[config.mk]
export PLATFORM = sky130hd
export DESIGN_NAME = status_trigger_cmds
export DESIGN_NICKNAME = d
export VERILOG_FILES = /design/src/verilog/status_trigger_cmds.v
export VERILOG_INCLUDE_DIRS = /design/src /design/src/pkg
export SDC_FILE = /design/constraint.sdc
export NUM_CORES = 1
export LEC_CHECK = 0
export BUFFER_PORTS_ARGS = -buffer_cell sky130_fd_sc_hd__buf_2
export CAP_MARGIN = 10
export CORE_MARGIN = 3
export CORE_UTILIZATION = 50
export DETAILED_ROUTE_END_ITERATION = 10
export PLACE_DENSITY = 0.78
export SKIP_CTS_REPAIR_TIMING = 1
export SLEW_MARGIN = 20
export SYNTH_ARGS = -nofsm -noshare
export SYNTH_HDL_FRONTEND = slang
export SYNTH_SLANG_ARGS = --single-unit
[constraint.sdc]
create_clock -name aclk -period 6.33 [get_ports aclk]
set_clock_uncertainty 0.15 [all_clocks]
set_input_delay 0.3165 -clock aclk [delete_from_list [all_inputs] [get_ports aclk]]
set_output_delay 0.3165 -clock aclk [all_outputs]
set_load 0.01 [all_outputs]
[src/pkg/cmd_defines.vh]
// Register offsets, field positions, command codes and status, interrupt and bus codes of the common command block
`ifndef CMD_DEFINES_VH
`define CMD_DEFINES_VH
`define OFS_CTRL 8'h00
`define OFS_CMD 8'h04
`define OFS_SRE 8'h08
`define OFS_STB 8'h0C
`define OFS_RESP 8'h10
`define OFS_INT_STAT 8'h14
`define OFS_INT_MASK 8'h18
`define OFS_VTRIG 8'h1C
`define OFS_CTRIG 8'h20
`define OFS_VOUT 8'h24
`define OFS_COUT 8'h28
`define OFS_STATUS_IN 8'h2C
`define OFS_TEST_IN 8'h30
`define OFS_OPERATION_SUMMARY_BIT 8'h34
// Control fields
`define CTRL_CONT 0
`define CTRL_SRC_BUS 1
`define CTRL_OUT_ON 2
`define CTRL_LISTEN 3
// Command codes written to the command register
`define CMD_NOP 4'h0
`define CMD_SRE_Q 4'h1
`define CMD_STB_Q 4'h2
`define CMD_POLL 4'h3
`define CMD_TRG 4'h4
`define CMD_INIT 4'h5
`define CMD_ABORT 4'h6
`define CMD_TST_Q 4'h7
`define CMD_DIAG_Q 4'h8
`define CMD_WAIT 4'h9
`define CMD_GET 4'hA
// Status byte bit and operation summary register bit
`define STB_SUMMARY 6
`define OPERATION_SUMMARY_BIT_WTG 5
// Self-test masks: basic test covers bits 0,1,2,4; extended adds 5,6,7
`define TST_BASIC_MASK 8'h17
`define TST_DIAG_MASK 8'hF7
// Interrupt status bits
`define IRQ_TRIG 0
`define IRQ_RESP 1
`define IRQ_POLL 2
`define IRQ_WAIT 3
`define IRQ_COUNT 4
// Cycle limit for wait-to-continue
`define WAIT_TIMEOUT 16'hFFFF
`define RESP_DIGITS 3
`define AXI_OKAY 2'h0
`define AXI_SLVERR 2'h2
`endif

[src/verilog/status_trigger_cmds.v]
// Common command interpreter: status byte, service request, bus trigger, self test and wait-to-continue
//
// Design decisions made here: register access over AXI4-Lite and the address map.
`timescale 1ns/1ns
`include "cmd_defines.vh"

// Notes on behaviour
// - Enable-mask query returns the eight-bit service request enable mask, 0 to 191, bit 6 always clear.
// - Status-byte query returns the byte with summary at bit 6; no bit cleared.
// - Status bits follow their causes; summary set while any service reason exists.
// - Serial poll returns byte with request bit at bit 6, then clears request bit.
// - Bus trigger fires only when armed, source is bus, and waiting bit is set.
// - Continuous arm keeps trigger armed; otherwise arm command arms one trigger.
// - Bus trigger while unarmed produces nothing and logs no error.
// - Firing applies stored triggered levels to output and clears waiting bit.
// - With continuous arm, trigger rearms at once and waiting bit is set again.
// - Bus trigger or group trigger acts only while addressed as listener.
// - Bus trigger ignored while the output is switched off.
// - Self test returns zero on pass, else nonzero code up to 23, or up to 247 from the extended query.
// - All subtests run; each failure sets its own bit; code accumulates.
// - Basic code bits: 1 program memory, 2 working memory, 4 storage, 16 analog.
// - Bits 32, 64, 128 come only from the extended diagnostic query.
// - Wait-to-continue holds later commands until earlier work and level changes finish.
// - Summary bit is OR of enabled status bits; mask bit 6 not programmable.
// - Status byte layout: 7 operation_summary_bit, 5 event, 4 message, 3 questionable, 2 errors, 1 list, 0 busy.
module status_trigger_cmds (
   input wire aclk,
   input wire aresetn,
   input wire [7:0] s_axi_awaddr,
   input wire s_axi_awvalid,
   output reg s_axi_awready,
   input wire [31:0] s_axi_wdata,
   input wire [3:0] s_axi_wstrb,
   input wire s_axi_wvalid,
   output reg s_axi_wready,
   output reg [1:0] s_axi_bresp,
   output reg s_axi_bvalid,
   input wire s_axi_bready,
   input wire [7:0] s_axi_araddr,
   input wire s_axi_arvalid,
   output reg s_axi_arready,
   output reg [31:0] s_axi_rdata,
   output reg [1:0] s_axi_rresp,
   output reg s_axi_rvalid,
   input wire s_axi_rready,
   input wire level_settled,
   output reg [15:0] volt_out,
   output reg [15:0] curr_out,
   output reg trigger_pulse,
   output reg irq
);

   // ------------------------------------------------------------
   // State
   // ------------------------------------------------------------
   localparam ST_IDLE = 2'd0;
   localparam ST_WAIT = 2'd1;

   reg [3:0] ctrl_q;
   reg [7:0] sre_q;
   reg [7:0] stat_in_q;
   reg [7:0] test_in_q;
   reg [15:0] vtrig_q;
   reg [15:0] ctrig_q;
   reg armed_q;
   reg wtg_q;
   reg rqs_q;
   reg [23:0] resp_q;
   reg resp_valid_q;
   wire [3:0] int_stat;
   reg [3:0] int_mask_q;
   reg [1:0] state_q;
   reg [15:0] wait_cnt_q;
   reg [3:0] held_cmd_q;
   reg held_q;
   reg [2:0] settled_sync_q;
   reg settled_q;
   reg aw_done_q;
   reg w_done_q;
   reg [7:0] awaddr_q;
   reg [31:0] wdata_q;

   // ------------------------------------------------------------
   // Helper functions
   // ------------------------------------------------------------
   // Three ASCII decimal digits, hundreds in the top byte
   function [23:0] to_ascii;
      input [7:0] v;
      reg [7:0] h;
      reg [7:0] t;
      reg [7:0] u;
      begin
         h = v / 8'd100;
         t = (v % 8'd100) / 8'd10;
         u = v % 8'd10;
         to_ascii = {h + 8'h30, t + 8'h30, u + 8'h30};
      end
   endfunction

   // Strobe for one command code reaching the executor
   function cmd_hit;
      input go;
      input [3:0] code;
      input [3:0] want;
      begin
         cmd_hit = go & (code == want);
      end
   endfunction

   wire [7:0] enabled_bits = stat_in_q & sre_q & ~(8'h01 << `STB_SUMMARY);
   wire summary = |enabled_bits;
   wire [7:0] stb_base = stat_in_q & ~(8'h01 << `STB_SUMMARY);
   wire [7:0] stb_mss = stb_base | ({7'h00, summary} << `STB_SUMMARY);
   wire [7:0] stb_rqs = stb_base | ({7'h00, rqs_q} << `STB_SUMMARY);

   // ------------------------------------------------------------
   // Bus handshake
   // ------------------------------------------------------------
   wire wr_go = aw_done_q & w_done_q & ~s_axi_bvalid;
   wire rd_go = s_axi_arvalid & s_axi_arready;
   wire [3:0] cmd_in = wdata_q[3:0];
   wire cmd_wr = wr_go & (awaddr_q == `OFS_CMD);
   wire exec_busy = (state_q == ST_WAIT);
   // Command reaching the executor: new one, or one held behind a wait
   wire [3:0] exec_cmd = (held_q & ~exec_busy) ? held_cmd_q : cmd_in;
   wire exec_go = (held_q & ~exec_busy) | (cmd_wr & ~exec_busy & ~held_q);
   wire wr_stall = cmd_wr & held_q;

   always @(posedge aclk) begin
      if (!aresetn) begin
         s_axi_awready <= 1'b0;
         s_axi_wready <= 1'b0;
         aw_done_q <= 1'b0;
         w_done_q <= 1'b0;
         awaddr_q <= 8'h00;
         wdata_q <= 32'h0000_0000;
         s_axi_bvalid <= 1'b0;
         s_axi_bresp <= `AXI_OKAY;
         s_axi_arready <= 1'b0;
         s_axi_rvalid <= 1'b0;
         s_axi_rdata <= 32'h0000_0000;
         s_axi_rresp <= `AXI_OKAY;
      end else begin
         s_axi_awready <= ~aw_done_q & ~s_axi_awready & s_axi_awvalid;
         s_axi_wready <= ~w_done_q & ~s_axi_wready & s_axi_wvalid;
         if (s_axi_awvalid & s_axi_awready) begin
            aw_done_q <= 1'b1;
            awaddr_q <= s_axi_awaddr;
         end
         if (s_axi_wvalid & s_axi_wready) begin
            w_done_q <= 1'b1;
            wdata_q <= s_axi_wdata;
         end
         // A command write while another is held stalls until it can be queued
         if (wr_go & ~wr_stall) begin
            aw_done_q <= 1'b0;
            w_done_q <= 1'b0;
            s_axi_bvalid <= 1'b1;
            s_axi_bresp <= (awaddr_q > `OFS_TEST_IN) ? `AXI_SLVERR : `AXI_OKAY;
         end else if (s_axi_bvalid & s_axi_bready) begin
            s_axi_bvalid <= 1'b0;
         end
         s_axi_arready <= ~s_axi_arready & ~s_axi_rvalid & s_axi_arvalid;
         if (rd_go) begin
            s_axi_rvalid <= 1'b1;
            s_axi_rresp <= `AXI_OKAY;
            case (s_axi_araddr)
               `OFS_CTRL: s_axi_rdata <= {28'h0, ctrl_q};
               `OFS_SRE: s_axi_rdata <= {24'h0, sre_q};
               `OFS_STB: s_axi_rdata <= {24'h0, stb_mss};
               `OFS_RESP: s_axi_rdata <= {7'h0, resp_valid_q, resp_q};
               `OFS_INT_STAT: s_axi_rdata <= {28'h0, int_stat};
               `OFS_INT_MASK: s_axi_rdata <= {28'h0, int_mask_q};
               `OFS_VTRIG: s_axi_rdata <= {16'h0, vtrig_q};
               `OFS_CTRIG: s_axi_rdata <= {16'h0, ctrig_q};
               `OFS_VOUT: s_axi_rdata <= {16'h0, volt_out};
               `OFS_COUT: s_axi_rdata <= {16'h0, curr_out};
               `OFS_STATUS_IN: s_axi_rdata <= {24'h0, stat_in_q};
               `OFS_TEST_IN: s_axi_rdata <= {24'h0, test_in_q};
               `OFS_OPERATION_SUMMARY_BIT: s_axi_rdata <= {26'h0, wtg_q, 1'b0, armed_q, held_q, exec_busy, 1'b0};
               default: begin
                  s_axi_rdata <= 32'h0000_0000;
                  s_axi_rresp <= `AXI_SLVERR;
               end
            endcase
         end else if (s_axi_rvalid & s_axi_rready) begin
            s_axi_rvalid <= 1'b0;
         end
      end
   end

   // ------------------------------------------------------------
   // Settled input synchroniser
   // ------------------------------------------------------------
   always @(posedge aclk) begin
      if (!aresetn) begin
         settled_sync_q <= 3'b000;
         settled_q <= 1'b0;
      end else begin
         settled_sync_q <= {settled_sync_q[1:0], level_settled};
         // A change counts once the second and third stages agree
         if (settled_sync_q[1] == settled_sync_q[2]) begin
            settled_q <= settled_sync_q[2];
         end
      end
   end

   // ------------------------------------------------------------
   // Command execution
   // ------------------------------------------------------------
   wire cfg_wr = wr_go & ~wr_stall;
   wire trg_cmd = cmd_hit(exec_go, exec_cmd, `CMD_TRG) | cmd_hit(exec_go, exec_cmd, `CMD_GET);
   wire trg_fire = trg_cmd & ctrl_q[`CTRL_LISTEN] & ctrl_q[`CTRL_OUT_ON]
                   & ctrl_q[`CTRL_SRC_BUS] & armed_q & wtg_q;
   wire poll_go = cmd_hit(exec_go, exec_cmd, `CMD_POLL);
   wire init_go = cmd_hit(exec_go, exec_cmd, `CMD_INIT);
   wire abort_go = cmd_hit(exec_go, exec_cmd, `CMD_ABORT);
   wire wait_go = cmd_hit(exec_go, exec_cmd, `CMD_WAIT);
   wire resp_rd = rd_go & (s_axi_araddr == `OFS_RESP);
   wire resp_set = cmd_hit(exec_go, exec_cmd, `CMD_SRE_Q) | cmd_hit(exec_go, exec_cmd, `CMD_STB_Q) | poll_go
                   | cmd_hit(exec_go, exec_cmd, `CMD_TST_Q) | cmd_hit(exec_go, exec_cmd, `CMD_DIAG_Q);
   wire wait_done = exec_busy & (settled_q | (wait_cnt_q == `WAIT_TIMEOUT));
   wire [3:0] ev = {wait_done, poll_go, resp_set, trg_fire};
   wire int_clr_wr = cfg_wr & (awaddr_q == `OFS_INT_STAT);

   // ------------------------------------------------------------
   // Configuration and service request
   // ------------------------------------------------------------
   always @(posedge aclk) begin
      if (!aresetn) begin
         ctrl_q <= 4'h0;
         sre_q <= 8'h00;
         stat_in_q <= 8'h00;
         test_in_q <= 8'h00;
         vtrig_q <= 16'h0000;
         ctrig_q <= 16'h0000;
         int_mask_q <= 4'h0;
         rqs_q <= 1'b0;
         irq <= 1'b0;
      end else begin
         if (cfg_wr) begin
            case (awaddr_q)
               `OFS_CTRL: ctrl_q <= wdata_q[3:0];
               `OFS_SRE: sre_q <= wdata_q[7:0] & ~(8'h01 << `STB_SUMMARY);
               `OFS_INT_MASK: int_mask_q <= wdata_q[3:0];
               `OFS_VTRIG: vtrig_q <= wdata_q[15:0];
               `OFS_CTRIG: ctrig_q <= wdata_q[15:0];
               `OFS_STATUS_IN: stat_in_q <= wdata_q[7:0];
               `OFS_TEST_IN: test_in_q <= wdata_q[7:0];
               default: ;
            endcase
         end
         // Service request: raised by summary, cleared by poll
         if (summary & ~rqs_q) begin
            rqs_q <= 1'b1;
         end else if (poll_go) begin
            rqs_q <= 1'b0;
         end
         irq <= |(int_stat & int_mask_q);
      end
   end

   // ------------------------------------------------------------
   // Trigger arming and output levels
   // ------------------------------------------------------------
   always @(posedge aclk) begin
      if (!aresetn) begin
         armed_q <= 1'b0;
         wtg_q <= 1'b0;
         volt_out <= 16'h0000;
         curr_out <= 16'h0000;
         trigger_pulse <= 1'b0;
      end else begin
         trigger_pulse <= trg_fire;
         // Arming and waiting bit
         if (ctrl_q[`CTRL_CONT]) begin
            armed_q <= 1'b1;
            wtg_q <= ctrl_q[`CTRL_SRC_BUS];
         end else if (trg_fire) begin
            armed_q <= 1'b0;
            wtg_q <= 1'b0;
         end else if (init_go) begin
            armed_q <= 1'b1;
            wtg_q <= 1'b1;
         end else if (abort_go) begin
            armed_q <= 1'b0;
            wtg_q <= 1'b0;
         end
         if (trg_fire) begin
            volt_out <= vtrig_q;
            curr_out <= ctrig_q;
         end
      end
   end

   // ------------------------------------------------------------
   // Query answers
   // ------------------------------------------------------------
   always @(posedge aclk) begin
      if (!aresetn) begin
         resp_q <= 24'h000000;
         resp_valid_q <= 1'b0;
      end else begin
         if (exec_go) begin
            case (exec_cmd)
               `CMD_SRE_Q: resp_q <= to_ascii(sre_q);
               `CMD_STB_Q: resp_q <= to_ascii(stb_mss);
               `CMD_POLL: resp_q <= to_ascii(stb_rqs);
               `CMD_TST_Q: resp_q <= to_ascii(test_in_q & `TST_BASIC_MASK);
               `CMD_DIAG_Q: resp_q <= to_ascii(test_in_q & `TST_DIAG_MASK);
               default: ;
            endcase
         end
         if (resp_set) begin
            resp_valid_q <= 1'b1;
         end else if (resp_rd) begin
            resp_valid_q <= 1'b0;
         end
      end
   end

   // ------------------------------------------------------------
   // Wait-to-continue sequencing
   // ------------------------------------------------------------
   always @(posedge aclk) begin
      if (!aresetn) begin
         state_q <= ST_IDLE;
         wait_cnt_q <= 16'h0000;
         held_cmd_q <= `CMD_NOP;
         held_q <= 1'b0;
      end else begin
         case (state_q)
            ST_IDLE: begin
               wait_cnt_q <= 16'h0000;
               if (wait_go) begin
                  state_q <= ST_WAIT;
               end
            end
            ST_WAIT: begin
               wait_cnt_q <= wait_cnt_q + 16'h0001;
               if (wait_done) begin
                  state_q <= ST_IDLE;
               end
            end
            default: state_q <= ST_IDLE;
         endcase
         if (cmd_wr & exec_busy & ~held_q) begin
            held_q <= 1'b1;
            held_cmd_q <= cmd_in;
         end else if (held_q & ~exec_busy) begin
            held_q <= 1'b0;
         end
      end
   end

   // ------------------------------------------------------------
   // Interrupt status, one sticky bit per event
   // ------------------------------------------------------------
   genvar gi;
   generate
      for (gi = 0; gi < `IRQ_COUNT; gi = gi + 1) begin : g_int
         reg flag_q;
         always @(posedge aclk) begin
            if (!aresetn) begin
               flag_q <= 1'b0;
            end else if (ev[gi]) begin
               flag_q <= 1'b1; // Set wins over write-one-to-clear
            end else if (int_clr_wr & wdata_q[gi]) begin
               flag_q <= 1'b0;
            end
         end
         assign int_stat[gi] = flag_q;
      end
   endgenerate

endmodule

==> run metrics <==
wire length of the first global-routing pass=approximately 57 mm; origin of the worst setup path=test_in_q[5]; RR Endpoint=resp_q[6]; routed via count=approximately 12,000; clk sink count=between 200 and 250; standard cell core area=22,800 µm²; Worst-Margin Slew=1200 ps; multi-input logic area=between 7000 and 8000 µm²; wire length after detailed routing=36.1 mm; clock tree from TritonCTS=done; family with the most delay on the worst path=compound AO/OA/AOI/OAI gates; leading register cell type out of synthesis=sky130_fd_sc_hd__dfxtp_1; maximum clock insertion buffer count=3; GRT Util Overall=26.6%; post-synth design cell area=between 10,000 and 15,000 µm²; Die Span Y=~160 µm; maximum number of pins on one net before global-route repair=81; drt drc=0; count of input and output buffers=101; WL/cell=~19 µm; fill cell count=about 2,000; synthesized area per cell=~8 µm²; CTS root buffer=sky130_fd_sc_hd__clkbuf_16; weighted congestion reported at the end of routability-driven placement=between 0.9 and 1; number of pins exceeding their max-slew limit in the final report=0; relative slew slack=between 10% and 20%; worst reg2reg path startpoint=test_in_q[5]; RSZ-0062 raised after global routing=no; Hold Path Cell Cnt=4; final number of setup-violating endpoints=0; fraction of synthesis flops using an asynchronous set or reset pin=0%; Arr. time, crit path=~5000 ps; violations in the final reports=hold timing; number of cells on the worst reg-to-reg path=16; crit-path max FO=15; crit path buf inv count=1; half-perimeter wire length of the detailed placement result=between 20 and 25 mm; final-layout worst hold slack=-30.1 ps; register area share after synthesis=between 30% and 40%; initial antenna violation count=0; final worst-path cycle share=about three quarters; data required time at the worst endpoint=6620 ps; number of register bits inferred by synthesis=between 200 and 250; Ant. Diodes=0; later-pin clock latency in the skew report=510 ps; Hold Path Class=in -> reg; total overflow reported by the global router=0; yosys synthesis warning count=0; leakage power of the design=between 5 and 6 nW; distinct cell type count of the synthesized netlist=between 80 and 90; # rows=55; Post-DRT Antenna Nets=0; starting utilization of the core area=around 50%; total design power=roughly 2.7 mW; setup slack of the worst register-to-register path=1580 ps; outcome=finished with violations; 1st-iter DRT viols=between 1,500 and 2,000; width of the die=159 µm; Sum Neg Setup Slack=0 ps; Critical Path Slowest Stage Cell=sky130_fd_sc_hd__o21ai_1; max-capacitance violation count=0; capturing element of the worst setup path=resp_q[6]; count of flip-flops with a built-in enable after synthesis=0; cell count along the critical path=16; crit path kind=reg -> reg; number of buffers inserted during clock tree synthesis=22; maximum clock frequency=approximately 210 MHz; layout overhead on the synthesized area=13.0%; largest incremental delay on the critical path=around 800 ps; chain of cells forming the critical path=inv_1 > ha_1 > o21ai_1 > o211ai_1 > a22oi_1 > ha_1 > nand3_1 > a21boi_0 > o21ai_0 > and3_1 > o21ai_0 > nor2_1 > ha_1 > xnor2_1 > nand3_1 > o21ai_0; Final Critical Period=roughly 4700 ps; Total Nets Final=1,619; IR Drop Worst-Case VDD=approximately 240 µV; number of instances in the synthesized netlist=1,483; areal power density over the cells=202 nW/µm²; First-pass DRT Iterations=6; Sequential cell area=4020 µm²; maximum level of the CTS H-tree=1; ratio of cells with drive above 1 in the final layout=around 12%; clock-pin slew on the worst setup and hold paths=~60 ps; endpoint type of the worst setup path=flip-flop; vias in the first global route=10,500; via/cell ratio=6.25; final hold vios=1; Worst Setup Start Kind=flip-flop; Die ar.=around 25,000 µm²; count of pins on the block boundary=135
-- cells by family (layout without fill, tap and decap cells) --
group	after synthesis	in the layout	share of synthesized area, %
simple gates	564	564	22.5
flops	201	201	34.4
fa+ha+maj	18	18	1.90
compound gates	398	398	22.9
mux	109	109	9.44
xor+xnor	39	39	2.98
buf+inv	153	214	5.92
other cells	1	13	0.0320
-- metrics by stage --
| step | hold slack (ps) | setup slack (ps) | cell area [µm²] | instances | utilization [%] |
|---|---|---|---|---|---|
| after floorplan | 260 | 2410 | 11800 | 1495 | - |
| after global placement | 268 | 1770 | 12200 | 1801 | 53.5 |
| after detailed placement | 274 | 1700 | 12200 | 1801 | 53.5 |
| after CTS | -117 | 1660 | 12900 | 1839 | 56.6 |
| after global routing | 28.3 | 1250 | 13200 | 1869 | 57.9 |
| final | -30.1 | 1580 | 13200 | 1869 | 57.9 |
-- synth_stat cells, types with 5 or more instances --
master	number	area, µm²
sky130_fd_sc_hd__o211ai_1	12	90.1
sky130_fd_sc_hd__or3_1	11	68.8
sky130_fd_sc_hd__xor2_1	17	149
sky130_fd_sc_hd__buf_4	16	120
sky130_fd_sc_hd__o2111ai_1	5	43.8
sky130_fd_sc_hd__nor2b_1	15	93.8
sky130_fd_sc_hd__o311ai_0	9	78.8
sky130_fd_sc_hd__a22oi_1	45	338
sky130_fd_sc_hd__a21oi_1	106	531
sky130_fd_sc_hd__a221oi_1	19	166
sky130_fd_sc_hd__buf_2	16	80.1
sky130_fd_sc_hd__ha_1	17	213
sky130_fd_sc_hd__o32ai_1	6	52.6
sky130_fd_sc_hd__a222oi_1	8	80.1
sky130_fd_sc_hd__buf_1	9	33.8
sky130_fd_sc_hd__a311oi_1	7	61.3
sky130_fd_sc_hd__nand3b_1	5	37.5
sky130_fd_sc_hd__nor3_1	29	145
sky130_fd_sc_hd__o22ai_1	9	56.3
sky130_fd_sc_hd__clkbuf_1	83	312
sky130_fd_sc_hd__and3_1	9	56.3
sky130_fd_sc_hd__nand2_1	144	541
sky130_fd_sc_hd__xnor2_1	21	184
sky130_fd_sc_hd__o31ai_1	7	52.6
sky130_fd_sc_hd__a31oi_1	27	169
sky130_fd_sc_hd__inv_1	22	82.6
sky130_fd_sc_hd__a21o_1	6	45.0
sky130_fd_sc_hd__nand4_1	10	62.6
sky130_fd_sc_hd__mux2i_1	102	1020
sky130_fd_sc_hd__dfxtp_1	201	4020
sky130_fd_sc_hd__nand2b_1	19	119
sky130_fd_sc_hd__nand3_1	50	250
sky130_fd_sc_hd__o21a_1	6	45.0
sky130_fd_sc_hd__o221ai_1	5	43.8
sky130_fd_sc_hd__a211oi_1	10	75.1
sky130_fd_sc_hd__o21ai_0	65	325
sky130_fd_sc_hd__nor2_1	215	807
sky130_fd_sc_hd__nor4_1	8	50.1
sky130_fd_sc_hd__and2_1	13	81.3
sky130_fd_sc_hd__buf_6	5	56.3
-- state kept, by name (all words and copies together) (netlist names), 7 cells and up --
signal and flops:
volt_out 16, s_axi_rdata 20, ctrig_q 16, wait_cnt_q 16, sre_q 7, test_in_q 8, resp_q 17, stat_in_q 8
wdata_q 16, curr_out 16, vtrig_q 16, awaddr_q 8
-- layout by cell type (no fill, tap or decap), types with 6 or more instances in the layout --
cell                            count
sky130_fd_sc_hd__a221oi_1          19
sky130_fd_sc_hd__xor2_1            17
sky130_fd_sc_hd__a22oi_1           45
sky130_fd_sc_hd__a31oi_1           27
sky130_fd_sc_hd__buf_2            102
sky130_fd_sc_hd__or3_1             11
sky130_fd_sc_hd__a21oi_1          106
sky130_fd_sc_hd__nand2b_1          19
sky130_fd_sc_hd__o32ai_1            6
sky130_fd_sc_hd__nor4_1             7
sky130_fd_sc_hd__nand3_1           50
sky130_fd_sc_hd__clkbuf_16         22
sky130_fd_sc_hd__xnor2_1           21
sky130_fd_sc_hd__nand2_1          143
sky130_fd_sc_hd__nand4_1           10
sky130_fd_sc_hd__mux2i_1          102
sky130_fd_sc_hd__inv_1             21
sky130_fd_sc_hd__nor3_1            29
sky130_fd_sc_hd__nor2b_1           15
sky130_fd_sc_hd__clkbuf_8           6
sky130_fd_sc_hd__a222oi_1           8
sky130_fd_sc_hd__o31ai_1            7
sky130_fd_sc_hd__a311oi_1           7
sky130_fd_sc_hd__a21o_1             6
sky130_fd_sc_hd__and3_1             9
sky130_fd_sc_hd__and2_1            13
sky130_fd_sc_hd__conb_1            13
sky130_fd_sc_hd__o22ai_1            9
sky130_fd_sc_hd__o21ai_0           65
sky130_fd_sc_hd__a211oi_1          10
sky130_fd_sc_hd__dfxtp_1          201
sky130_fd_sc_hd__o21a_1             6
sky130_fd_sc_hd__nor2_1           215
sky130_fd_sc_hd__o211ai_1          12
sky130_fd_sc_hd__ha_1              17
sky130_fd_sc_hd__o311ai_0           9
sky130_fd_sc_hd__dlygate4sd3_1     29
sky130_fd_sc_hd__buf_4             22
-- per-layer routing --
layer  track usage (%)  vias up  share of wire, %
met2              42.0      597                45
met1              36.9     5512                42
met5                 0        -                 0
met3              5.02       98               9.4
li1                  -     5476                 -
met4              8.20        0               3.4
-- worst min path at each step --
| stage | slack (ps) | start | end |
|---|---|---|---|
| after CTS | -120 | s_axi_arvalid | s_axi_arready |
| after detailed placement | 270 | resp_q[14] | resp_q[14] |
| after floorplan | 260 | resp_q[14] | resp_q[14] |
| after global routing | 30 | s_axi_bready | s_axi_bvalid |
| final | -30 | s_axi_bready | s_axi_bvalid |
| after global placement | 270 | resp_q[14] | resp_q[14] |
-- layout make-up --
class	instances	area share (%)
Clock buffer	33	4.93
Clock inverter	5	0.463
Inverter	23	0.672
Multi-Input combinational cell	1141	53.3
Sequential cell	201	30.4
Tap cell	313	2.96
Timing Repair Buffer	153	7.30
-- tightest hold or removal path, cell delays in order --
cell and delay, ps:
sky130_fd_sc_hd__buf_2 100, sky130_fd_sc_hd__inv_1 40, sky130_fd_sc_hd__a21oi_1 50, sky130_fd_sc_hd__nor2_1 80
-- power breakdown --
| part | internal (mW) | total, mW | switching, mW |
|---|---|---|---|
| Combinational | 0.0424 | 0.114 | 0.0718 |
| Clock | 0.751 | 1.26 | 0.512 |
| Sequential | 1.28 | 1.29 | 0.0135 |
Power figures use the tool's default switching activity.
